**config.mk**
```make
export PLATFORM = sky130hd
export DESIGN_NAME = sar_adc_control_and_result
export DESIGN_NICKNAME = d
export VERILOG_FILES = /design/src/sar_clk_div.v /design/src/sar_adc_control_and_result.v
export VERILOG_INCLUDE_DIRS = /design/src /design/src/src
export SDC_FILE = /design/constraint.sdc
export NUM_CORES = 1
export LEC_CHECK = 0
export CORE_MARGIN = 5
export CORE_UTILIZATION = 68
export DETAILED_ROUTE_END_ITERATION = 8
export DONT_BUFFER_PORTS = 1
export PLACE_DENSITY_LB_ADDON = 0.2
export SETUP_SLACK_MARGIN = 0.4
export SYNTH_ARGS = -nofsm -noshare
export SYNTH_HDL_FRONTEND = slang
export SYNTH_SLANG_ARGS = --single-unit
```
**constraint.sdc**
```tcl
create_clock -name core_clk_in -period 3.85 [get_ports core_clk_in]
set_input_delay 0.77 -clock core_clk_in [delete_from_list [all_inputs] [get_ports core_clk_in]]
set_output_delay 0.77 -clock core_clk_in [all_outputs]
set_load 0.005 [all_outputs]
```
**src/conv_ctl_map.vh**
```
`ifndef CONV_CTL_MAP_VH
`define CONV_CTL_MAP_VH

// special-function register addresses
`define ADDR_RESULT_LOW 8'hbe
`define ADDR_RESULT_HIGH 8'hbf
`define ADDR_CONFIG 8'hbc
`define ADDR_CONTROL 8'he8

// converter_control_reg field positions
`define BIT_CONVERTER_ON 7
`define BIT_TRACK_SELECT 6
`define BIT_CONV_DONE 5
`define BIT_CONV_ACTIVE 4
`define BIT_SRC_HI 3
`define BIT_SRC_LO 2
`define BIT_WINDOW_HIT 1
`define BIT_JUSTIFY_LEFT 0

// configuration register: divider in bits 7-3, gain bits kept but unused here
`define CFG_DIV_HI 7
`define CFG_DIV_LO 3

// reset values
`define RST_CONTROL 8'h00
`define RST_RESULT 8'h00
`define RST_CONFIG 8'hf8

// start sources
`define SRC_WRITE 2'h0
`define SRC_TIMER3 2'h1
`define SRC_PIN 2'h2
`define SRC_TIMER2 2'h3

// timing in sar clocks
`define TRACK_SAR_CLOCKS 5'h03
`define CONV_SAR_CLOCKS 5'h10

`endif

```
**src/sar_clk_div.v**
```verilog
`timescale 1ns/100ps
`default_nettype none

// one-cycle enable every (div_in + 1) system clocks
module sar_clk_div (
   // clock and reset
   input wire core_clk_in,
   input wire nrst_in,
   // control
   input wire run_in,
   input wire [4:0] div_in,
   // enable
   output reg tick_out
);
   reg [4:0] cnt_r;

   always @(posedge core_clk_in) begin
      if (!nrst_in || !run_in) begin
         // restarting keeps phase aligned with each start
         cnt_r <= 5'h00;
         tick_out <= 1'b0;
      end else if (cnt_r >= div_in) begin
         cnt_r <= 5'h00;
         tick_out <= 1'b1;
      end else begin
         cnt_r <= cnt_r + 5'h01;
         tick_out <= 1'b0;
      end
   end
endmodule // sar_clk_div

`default_nettype wire

```
**src/sar_adc_control_and_result.v**
```verilog
`timescale 1ns/100ps
`default_nettype none
`include "conv_ctl_map.vh"

// Behaviour
// - converter_on low holds converter shut down
// - track_select low: track except while converting
// - done flag set when a conversion completes its sixteenth sar clock
// - done flag cleared only by software write
// - conv_active reads one during conversion
// - write one starts only with source 00
// - source field picks write, timers, pin
// - timed tracking three sar clocks, then convert
// - pin mode tracks while low, converts rising
// - window hit sticky until software clears
// - right justify: low eight, high two bits
// - right justify sign extends differential only
// - left justify: high eight, low bits 7-6
// - single unsigned, differential two's complement
// - sar clock is sysclk over divider plus one
// - conversion lasts sixteen sar clocks
module sar_adc_control_and_result (
   // clock and reset
   input wire core_clk_in,
   input wire nrst_in,
   // special-function register bus
   input wire [7:0] sfr_addr_in,
   input wire [7:0] sfr_wdata_in,
   input wire sfr_wr_in,
   input wire sfr_rd_in,
   output reg [7:0] sfr_rdata_out,
   // trigger sources
   input wire timer3_ovf_in,
   input wire timer2_ovf_in,
   input wire convert_start_pin_in,
   // analog sar core
   input wire [9:0] sar_code_in,
   input wire differential_in,
   input wire window_match_in,
   output reg analog_enable_out,
   output reg track_out,
   output reg convert_out,
   output reg sar_tick_out
);
   localparam ST_IDLE = 2'd0;
   localparam ST_TRACK = 2'd1;
   localparam ST_CONV = 2'd2;
   localparam [7:0] CFG_RESET = `RST_CONFIG;

   reg converter_on_r;
   reg track_select_r;
   reg conv_done_flag_r;
   reg [1:0] start_source_sel_r;
   reg window_hit_flag_r;
   reg justify_left_sel_r;
   reg [4:0] sar_clock_divider_r;
   reg [2:0] gain_r;
   reg [7:0] result_low_byte_r;
   reg [7:0] result_high_byte_r;
   reg [1:0] state_r;
   reg [1:0] state_nxt;
   reg [4:0] sar_cnt_r;
   reg pin_meta_r;
   reg pin_sync_r;
   reg pin_prev_r;
   reg win_meta_r;
   reg win_sync_r;
   wire sar_tick;
   wire pin_rise;
   wire ctl_wr;
   wire cfg_wr;
   wire low_wr;
   wire high_wr;
   wire busy_write_start;
   wire on_now;
   wire track_now;
   wire [1:0] src_now;
   wire track_end;
   reg trigger;
   wire conv_active;
   wire conv_end;
   reg [7:0] low_fmt;
   reg [7:0] high_fmt;

   // register decode shared by the write strobes
   function addr_hit;
      input [7:0] addr;
      input [7:0] target;
      begin
         addr_hit = (addr == target);
      end
   endfunction

   // true on the sar tick that closes a phase of total ticks
   function phase_last_tick;
      input tick;
      input [4:0] cnt;
      input [4:0] total;
      begin
         phase_last_tick = tick && (cnt == total - 5'h01);
      end
   endfunction

   // busy is both the timed tracking and the conversion phases
   assign conv_active = (state_r != ST_IDLE);
   assign ctl_wr = sfr_wr_in && addr_hit(sfr_addr_in, `ADDR_CONTROL);
   assign cfg_wr = sfr_wr_in && addr_hit(sfr_addr_in, `ADDR_CONFIG);
   assign low_wr = sfr_wr_in && addr_hit(sfr_addr_in, `ADDR_RESULT_LOW);
   assign high_wr = sfr_wr_in && addr_hit(sfr_addr_in, `ADDR_RESULT_HIGH);
   // a control write acts on its own edge, so one write can enable and start
   assign on_now = ctl_wr ? sfr_wdata_in[`BIT_CONVERTER_ON] : converter_on_r;
   assign track_now = ctl_wr ? sfr_wdata_in[`BIT_TRACK_SELECT] : track_select_r;
   assign src_now = ctl_wr ? sfr_wdata_in[`BIT_SRC_HI:`BIT_SRC_LO] : start_source_sel_r;
   assign busy_write_start = ctl_wr && sfr_wdata_in[`BIT_CONV_ACTIVE]
      && (src_now == `SRC_WRITE);
   assign pin_rise = pin_sync_r && !pin_prev_r;
   assign track_end = (state_r == ST_TRACK) && phase_last_tick(sar_tick, sar_cnt_r, `TRACK_SAR_CLOCKS);
   assign conv_end = (state_r == ST_CONV) && phase_last_tick(sar_tick, sar_cnt_r, `CONV_SAR_CLOCKS);

   sar_clk_div u_div (
      .core_clk_in(core_clk_in),
      .nrst_in(nrst_in),
      .run_in(conv_active),
      .div_in(sar_clock_divider_r),
      .tick_out(sar_tick)
   );

   // the pin and window match come from outside this clock domain
   always @(posedge core_clk_in) begin
      if (!nrst_in) begin
         pin_meta_r <= 1'b1;
         pin_sync_r <= 1'b1;
         pin_prev_r <= 1'b1;
         win_meta_r <= 1'b0;
         win_sync_r <= 1'b0;
      end else begin
         pin_meta_r <= convert_start_pin_in;
         pin_sync_r <= pin_meta_r;
         pin_prev_r <= pin_sync_r;
         win_meta_r <= window_match_in;
         win_sync_r <= win_meta_r;
      end
   end

   always @* begin
      case (src_now)
         `SRC_WRITE: trigger = busy_write_start;
         `SRC_TIMER3: trigger = timer3_ovf_in;
         `SRC_PIN: trigger = pin_rise;
         `SRC_TIMER2: trigger = timer2_ovf_in;
         default: trigger = 1'b0;
      endcase
   end

   always @* begin
      state_nxt = state_r;
      case (state_r)
         ST_IDLE: begin
            // triggers while disabled or busy are dropped
            if (on_now && trigger) begin
               if (track_now && (src_now != `SRC_PIN))
                  state_nxt = ST_TRACK;
               else
                  state_nxt = ST_CONV;
            end
         end
         ST_TRACK: begin
            if (track_end)
               state_nxt = ST_CONV;
         end
         ST_CONV: begin
            if (conv_end)
               state_nxt = ST_IDLE;
         end
         default: state_nxt = ST_IDLE;
      endcase
      if (!on_now)
         state_nxt = ST_IDLE;
   end

   always @(posedge core_clk_in) begin
      if (!nrst_in) begin
         state_r <= ST_IDLE;
         sar_cnt_r <= 5'h00;
      end else begin
         state_r <= state_nxt;
         if (state_nxt != state_r)
            sar_cnt_r <= 5'h00;
         else if (sar_tick)
            sar_cnt_r <= sar_cnt_r + 5'h01;
      end
   end

   // format the code in both justifications
   always @* begin
      if (justify_left_sel_r) begin
         high_fmt = sar_code_in[9:2];
         low_fmt = {sar_code_in[1:0], 6'h00};
      end else begin
         low_fmt = sar_code_in[7:0];
         // differential codes are already two's complement from the core
         high_fmt = {{6{differential_in & sar_code_in[9]}}, sar_code_in[9:8]};
      end
   end

   // control fields change only on a control write
   always @(posedge core_clk_in) begin
      if (!nrst_in) begin
         converter_on_r <= 1'b0;
         track_select_r <= 1'b0;
         start_source_sel_r <= `SRC_WRITE;
         justify_left_sel_r <= 1'b0;
      end else if (ctl_wr) begin
         converter_on_r <= sfr_wdata_in[`BIT_CONVERTER_ON];
         track_select_r <= sfr_wdata_in[`BIT_TRACK_SELECT];
         start_source_sel_r <= sfr_wdata_in[`BIT_SRC_HI:`BIT_SRC_LO];
         justify_left_sel_r <= sfr_wdata_in[`BIT_JUSTIFY_LEFT];
      end
   end

   // sticky flags: a hardware set wins over a same-cycle software clear
   always @(posedge core_clk_in) begin
      if (!nrst_in) begin
         conv_done_flag_r <= 1'b0;
         window_hit_flag_r <= 1'b0;
      end else begin
         if (conv_end)
            conv_done_flag_r <= 1'b1;
         else if (ctl_wr)
            conv_done_flag_r <= sfr_wdata_in[`BIT_CONV_DONE];
         if (win_sync_r)
            window_hit_flag_r <= 1'b1;
         else if (ctl_wr)
            window_hit_flag_r <= sfr_wdata_in[`BIT_WINDOW_HIT];
      end
   end

   // the gain field is only stored; the amplifier sits outside this block
   always @(posedge core_clk_in) begin
      if (!nrst_in) begin
         sar_clock_divider_r <= CFG_RESET[`CFG_DIV_HI:`CFG_DIV_LO];
         gain_r <= CFG_RESET[2:0];
      end else if (cfg_wr) begin
         sar_clock_divider_r <= sfr_wdata_in[`CFG_DIV_HI:`CFG_DIV_LO];
         gain_r <= sfr_wdata_in[2:0];
      end
   end

   // both bytes load on one edge so a reader never sees a mixed pair
   always @(posedge core_clk_in) begin
      if (!nrst_in) begin
         result_low_byte_r <= `RST_RESULT;
         result_high_byte_r <= `RST_RESULT;
      end else if (conv_end) begin
         result_low_byte_r <= low_fmt;
         result_high_byte_r <= high_fmt;
      end else begin
         if (low_wr)
            result_low_byte_r <= sfr_wdata_in;
         if (high_wr)
            result_high_byte_r <= sfr_wdata_in;
      end
   end

   // tracking level seen by the analog core
   always @(posedge core_clk_in) begin
      if (!nrst_in)
         track_out <= 1'b0;
      else if (!converter_on_r)
         track_out <= 1'b0;
      else if (!track_select_r)
         track_out <= (state_r != ST_CONV);
      else if (start_source_sel_r == `SRC_PIN)
         track_out <= (state_r == ST_IDLE) && !pin_sync_r;
      else
         track_out <= (state_r == ST_TRACK);
   end

   always @(posedge core_clk_in) begin
      if (!nrst_in) begin
         sfr_rdata_out <= 8'h00;
         analog_enable_out <= 1'b0;
         convert_out <= 1'b0;
         sar_tick_out <= 1'b0;
      end else begin
         analog_enable_out <= converter_on_r;
         convert_out <= (state_r == ST_CONV);
         sar_tick_out <= sar_tick;
         if (sfr_rd_in) begin
            case (sfr_addr_in)
               `ADDR_CONTROL: sfr_rdata_out <= {converter_on_r, track_select_r, conv_done_flag_r,
                  conv_active, start_source_sel_r, window_hit_flag_r, justify_left_sel_r};
               `ADDR_RESULT_LOW: sfr_rdata_out <= result_low_byte_r;
               `ADDR_RESULT_HIGH: sfr_rdata_out <= result_high_byte_r;
               `ADDR_CONFIG: sfr_rdata_out <= {sar_clock_divider_r, gain_r};
               default: sfr_rdata_out <= 8'h00;
            endcase
         end
      end
   end
endmodule // sar_adc_control_and_result

`default_nettype wire

```
==> metrics.txt <==
GRT overflow 0; clk buf depth 2; Post-CTS Resized 0; Max Clk Rate 0.362 GHz; Max-Cap Viols 0; total routed wirelength 6800 um; Nets 376; Peak supply drop 0.321 mV; synthesized area 0.00300 mm2; Worst R2R Start sar_cnt_r[0]; #FFs+latches synth 61; post-synthesis compound-gate area fraction 21.5%; Placeable Area 0.00432 mm2; post-synthesis mux area share 3.79%; final hold violations 0; DR pass1 iterations 9; Post-Route Setup TNS 0 ns; Iter 0 DRT Violations 192; Slew @ Worst Pin 1.13 ns; Via density 6.43; combinational share of power 2.2%; crit share post-route 71.8%; Switch Pwr 0.000257 W; Synth cell types 53; Ys Warns 0; Post-Syn Area per Cell 8.94 um2; CP Capture Type flip-flop; Syn-to-layout area delta 7.83%; die width 76.5 um; WHS Endpoint pin_sync_r; clock sinks 61; Diodes inserted 0; Worst-Skew Late Latency 0.34 ns; Design Area, Final 0.00324 mm2; initial core utilization 69.4%; post-synthesis adder-cell area fraction 3.75%; R2R cell count 8; asr flop ratio synth 0%; Top-Level Pins 47; HPWL Detailed 4840 um; Post-synth EDFFs 0; Simple-Gate Fraction of Synth Area 24.3%; Clk pwr share 49.0%; Seq pwr share 48.8%; Arr. time, crit path 3.00 ns; Post-CTS Setup Bufs 0; GP Congestion 0.888; vias in the first global route 2399; status completed; Routed Antenna Nets 0; std cell rows 24; Layout Skew 0.00570 ns; H-tree lvl count 3; Tot Pwr 0.00130 W; Remaining DRCs 0; Mapped Nets 380; die area 0.00584 mm2; Slew Viols, Final 0; CP Class flip-flop to flip-flop; vias 2501; CP max FO 16; CTS buffer count 9; PwrDens 402 mW/mm2; average wire per standard cell 17.5 um; type of origin of the critical path flip-flop; hold crit path type flip-flop to flip-flop; Worst R2R Setup Slack 1.09 ns; clk slew on worst S/H paths 0.06 ns; initial antenna violation count 0; R2R Path End result_high_byte_r[6]; relative slew slack 24.6%; hold bufs inserted after CTS 0; top_reg_cell synth dfxtp_1; Seq/Total Area, Yosys 40.7%; combinational family with the most area after synthesis simple AND/OR/NAND/NOR gates; largest net degree at the start of global routing 44; I/O Buffers 0; Power Internal 0.00105 W; Post-Synth XOR/XNOR Area 1.75%; required time of the critical path 4.08 ns; Synth Instances 336; layout cell share with drive strength beyond 1 9.20%; Hold Crit Depth 1; hold_sp pin_meta_r; CTS tree built; Root Driver clkbuf_8; All-Layer GR Usage 24.4%; # setup viols final 0; Leakage 1.38 nW; Sw Ratio 19.7%; Placement Cell Area 0.00301 mm2; RSZ-0062 raised after global routing no; post-layout minimum cycle time 2.76 ns; first-pass GRT wire length 11500 um; chip height 76.5 um
[cells by family after synthesis]
| group | count (synthesis) |
|---|---|
| buf+inv | 32 |
| fa+ha+maj | 9 |
| mux | 11 |
| simple gates | 128 |
| compound gates | 89 |
| flops | 61 |
| xor+xnor | 6 |
[power by group through the flow]
stage | registers [W] | logic, W | clock network (W)
floorplan | 0.000649 | 0.0000300 | 0
global placement | 0.000650 | 0.0000281 | 0
detailed placement | 0.000650 | 0.0000283 | 0
CTS | 0.000636 | 0.0000287 | 0.000646
global route | 0.000636 | 0.0000317 | 0.000683
finish | 0.000636 | 0.0000286 | 0.000638
[metrics by stage]
stage	instances	setup slack [ns]	hold slack [ns]	utilization, %
after floorplan	336	1.59	0.386	-
after detailed placement	373	1.16	0.393	69.7
after global routing	389	0.849	0.416	74.9
after CTS	389	1.14	0.407	74.9
after global placement	373	1.29	0.396	69.7
final	389	1.09	0.407	74.9
[Yosys cell counts (all sizes together) (2+ instances only)]
cell type	n	area, um2
nand3	17	85.1
nor4	3	55.1
a21o	10	75.1
nor2	21	81.3
o21ai	6	30.0
nor2b	16	100
nor3	5	25.0
a211oi	8	60.1
nand4	2	27.5
o311ai	2	32.5
nor3b	4	41.3
or3	2	12.5
o211ai	3	22.5
a222oi	7	70.1
ha	9	113
mux2i	8	80.1
a21oi	31	155
dfxtp	61	1220
o21a	2	15.0
nand2b	6	37.5
mux2	3	33.8
buf	5	25.0
and3	3	18.8
inv	15	56.3
nand3b	3	22.5
xor2	4	35.0
o211a	6	60.1
nand4b	2	23.8
a21boi	5	37.5
nand2	35	131
clkbuf	12	45.0
and2	5	31.3
xnor2	2	17.5
[flip-flops by register name, summed over array words and instances, names as in the netlist, 2 cells and up]
signal / count
sfr_rdata_out: 8
result_low_byte_r: 8
result_high_byte_r: 8
start_source_sel_r: 2
sar_cnt_r: 5
sar_clock_divider_r: 5
gain_r: 3
state_r: 2
u_div.cnt_r: 5
[cell type report]
type                       instances  area, um2
inverter                          15       56.3
clock inverter                     4       70.1
fill                             338       1090
sequential                        61       1220
multi-input combinational        243       1660
clock buffer                      12        155
timing repair buffer               2       15.0
tap                               52       65.1
[critical path: stages, from the launching register on]
cell	delay (ns)
dfxtp_1	0.34
ha_1	0.22
and3_1	0.19
ha_1	0.21
and4b_1	0.34
a21oi_1	0.92
nor3_1	0.17
a21oi_1	0.19
nor2b_1	0.06
[worst max-delay path by stage]
stage | start | endpoint | slack, ns | cells after the start
after floorplan | sfr_addr_in[6] | result_low_byte_r[1] | 1.59 | 7
after global placement | sar_cnt_r[0] | result_high_byte_r[5] | 1.29 | 8
after detailed placement | sar_cnt_r[0] | result_high_byte_r[6] | 1.16 | 8
after CTS | sar_cnt_r[0] | result_high_byte_r[6] | 1.14 | 8
after global routing | sar_cnt_r[0] | result_high_byte_r[6] | 0.85 | 8
final | sar_cnt_r[0] | result_high_byte_r[6] | 1.09 | 8
[metal layers]
layer,part of all wire (%),global-route usage [%],vias to the layer above
met4,2.3,10.1,0
met5,0,0,-
met3,8.1,8.04,18
met1,42,29.5,1183
met2,48,39.7,90
li1,-,-,1210
[cells in the final DEF, fill, tap and decap left out, drive strengths merged, types with 4 or more instances in the layout]
cell type  Yosys  routed
nand2b         6       6
a211oi         8       8
o21ai          6       6
inv           15      15
mux2i          8       8
nor3b          4       4
nand2         35      35
a21boi         5       5
nor2          21      21
nor3           5       5
ha             9       9
a21o          10      10
clkbuf        12      12
and2           5       5
xor2           4       4
o211a          6       6
a222oi         7       7
nor2b         16      16
dfxtp         61      61
nand3         17      17
a21oi         31      31
Power figures use the tool's default switching activity.
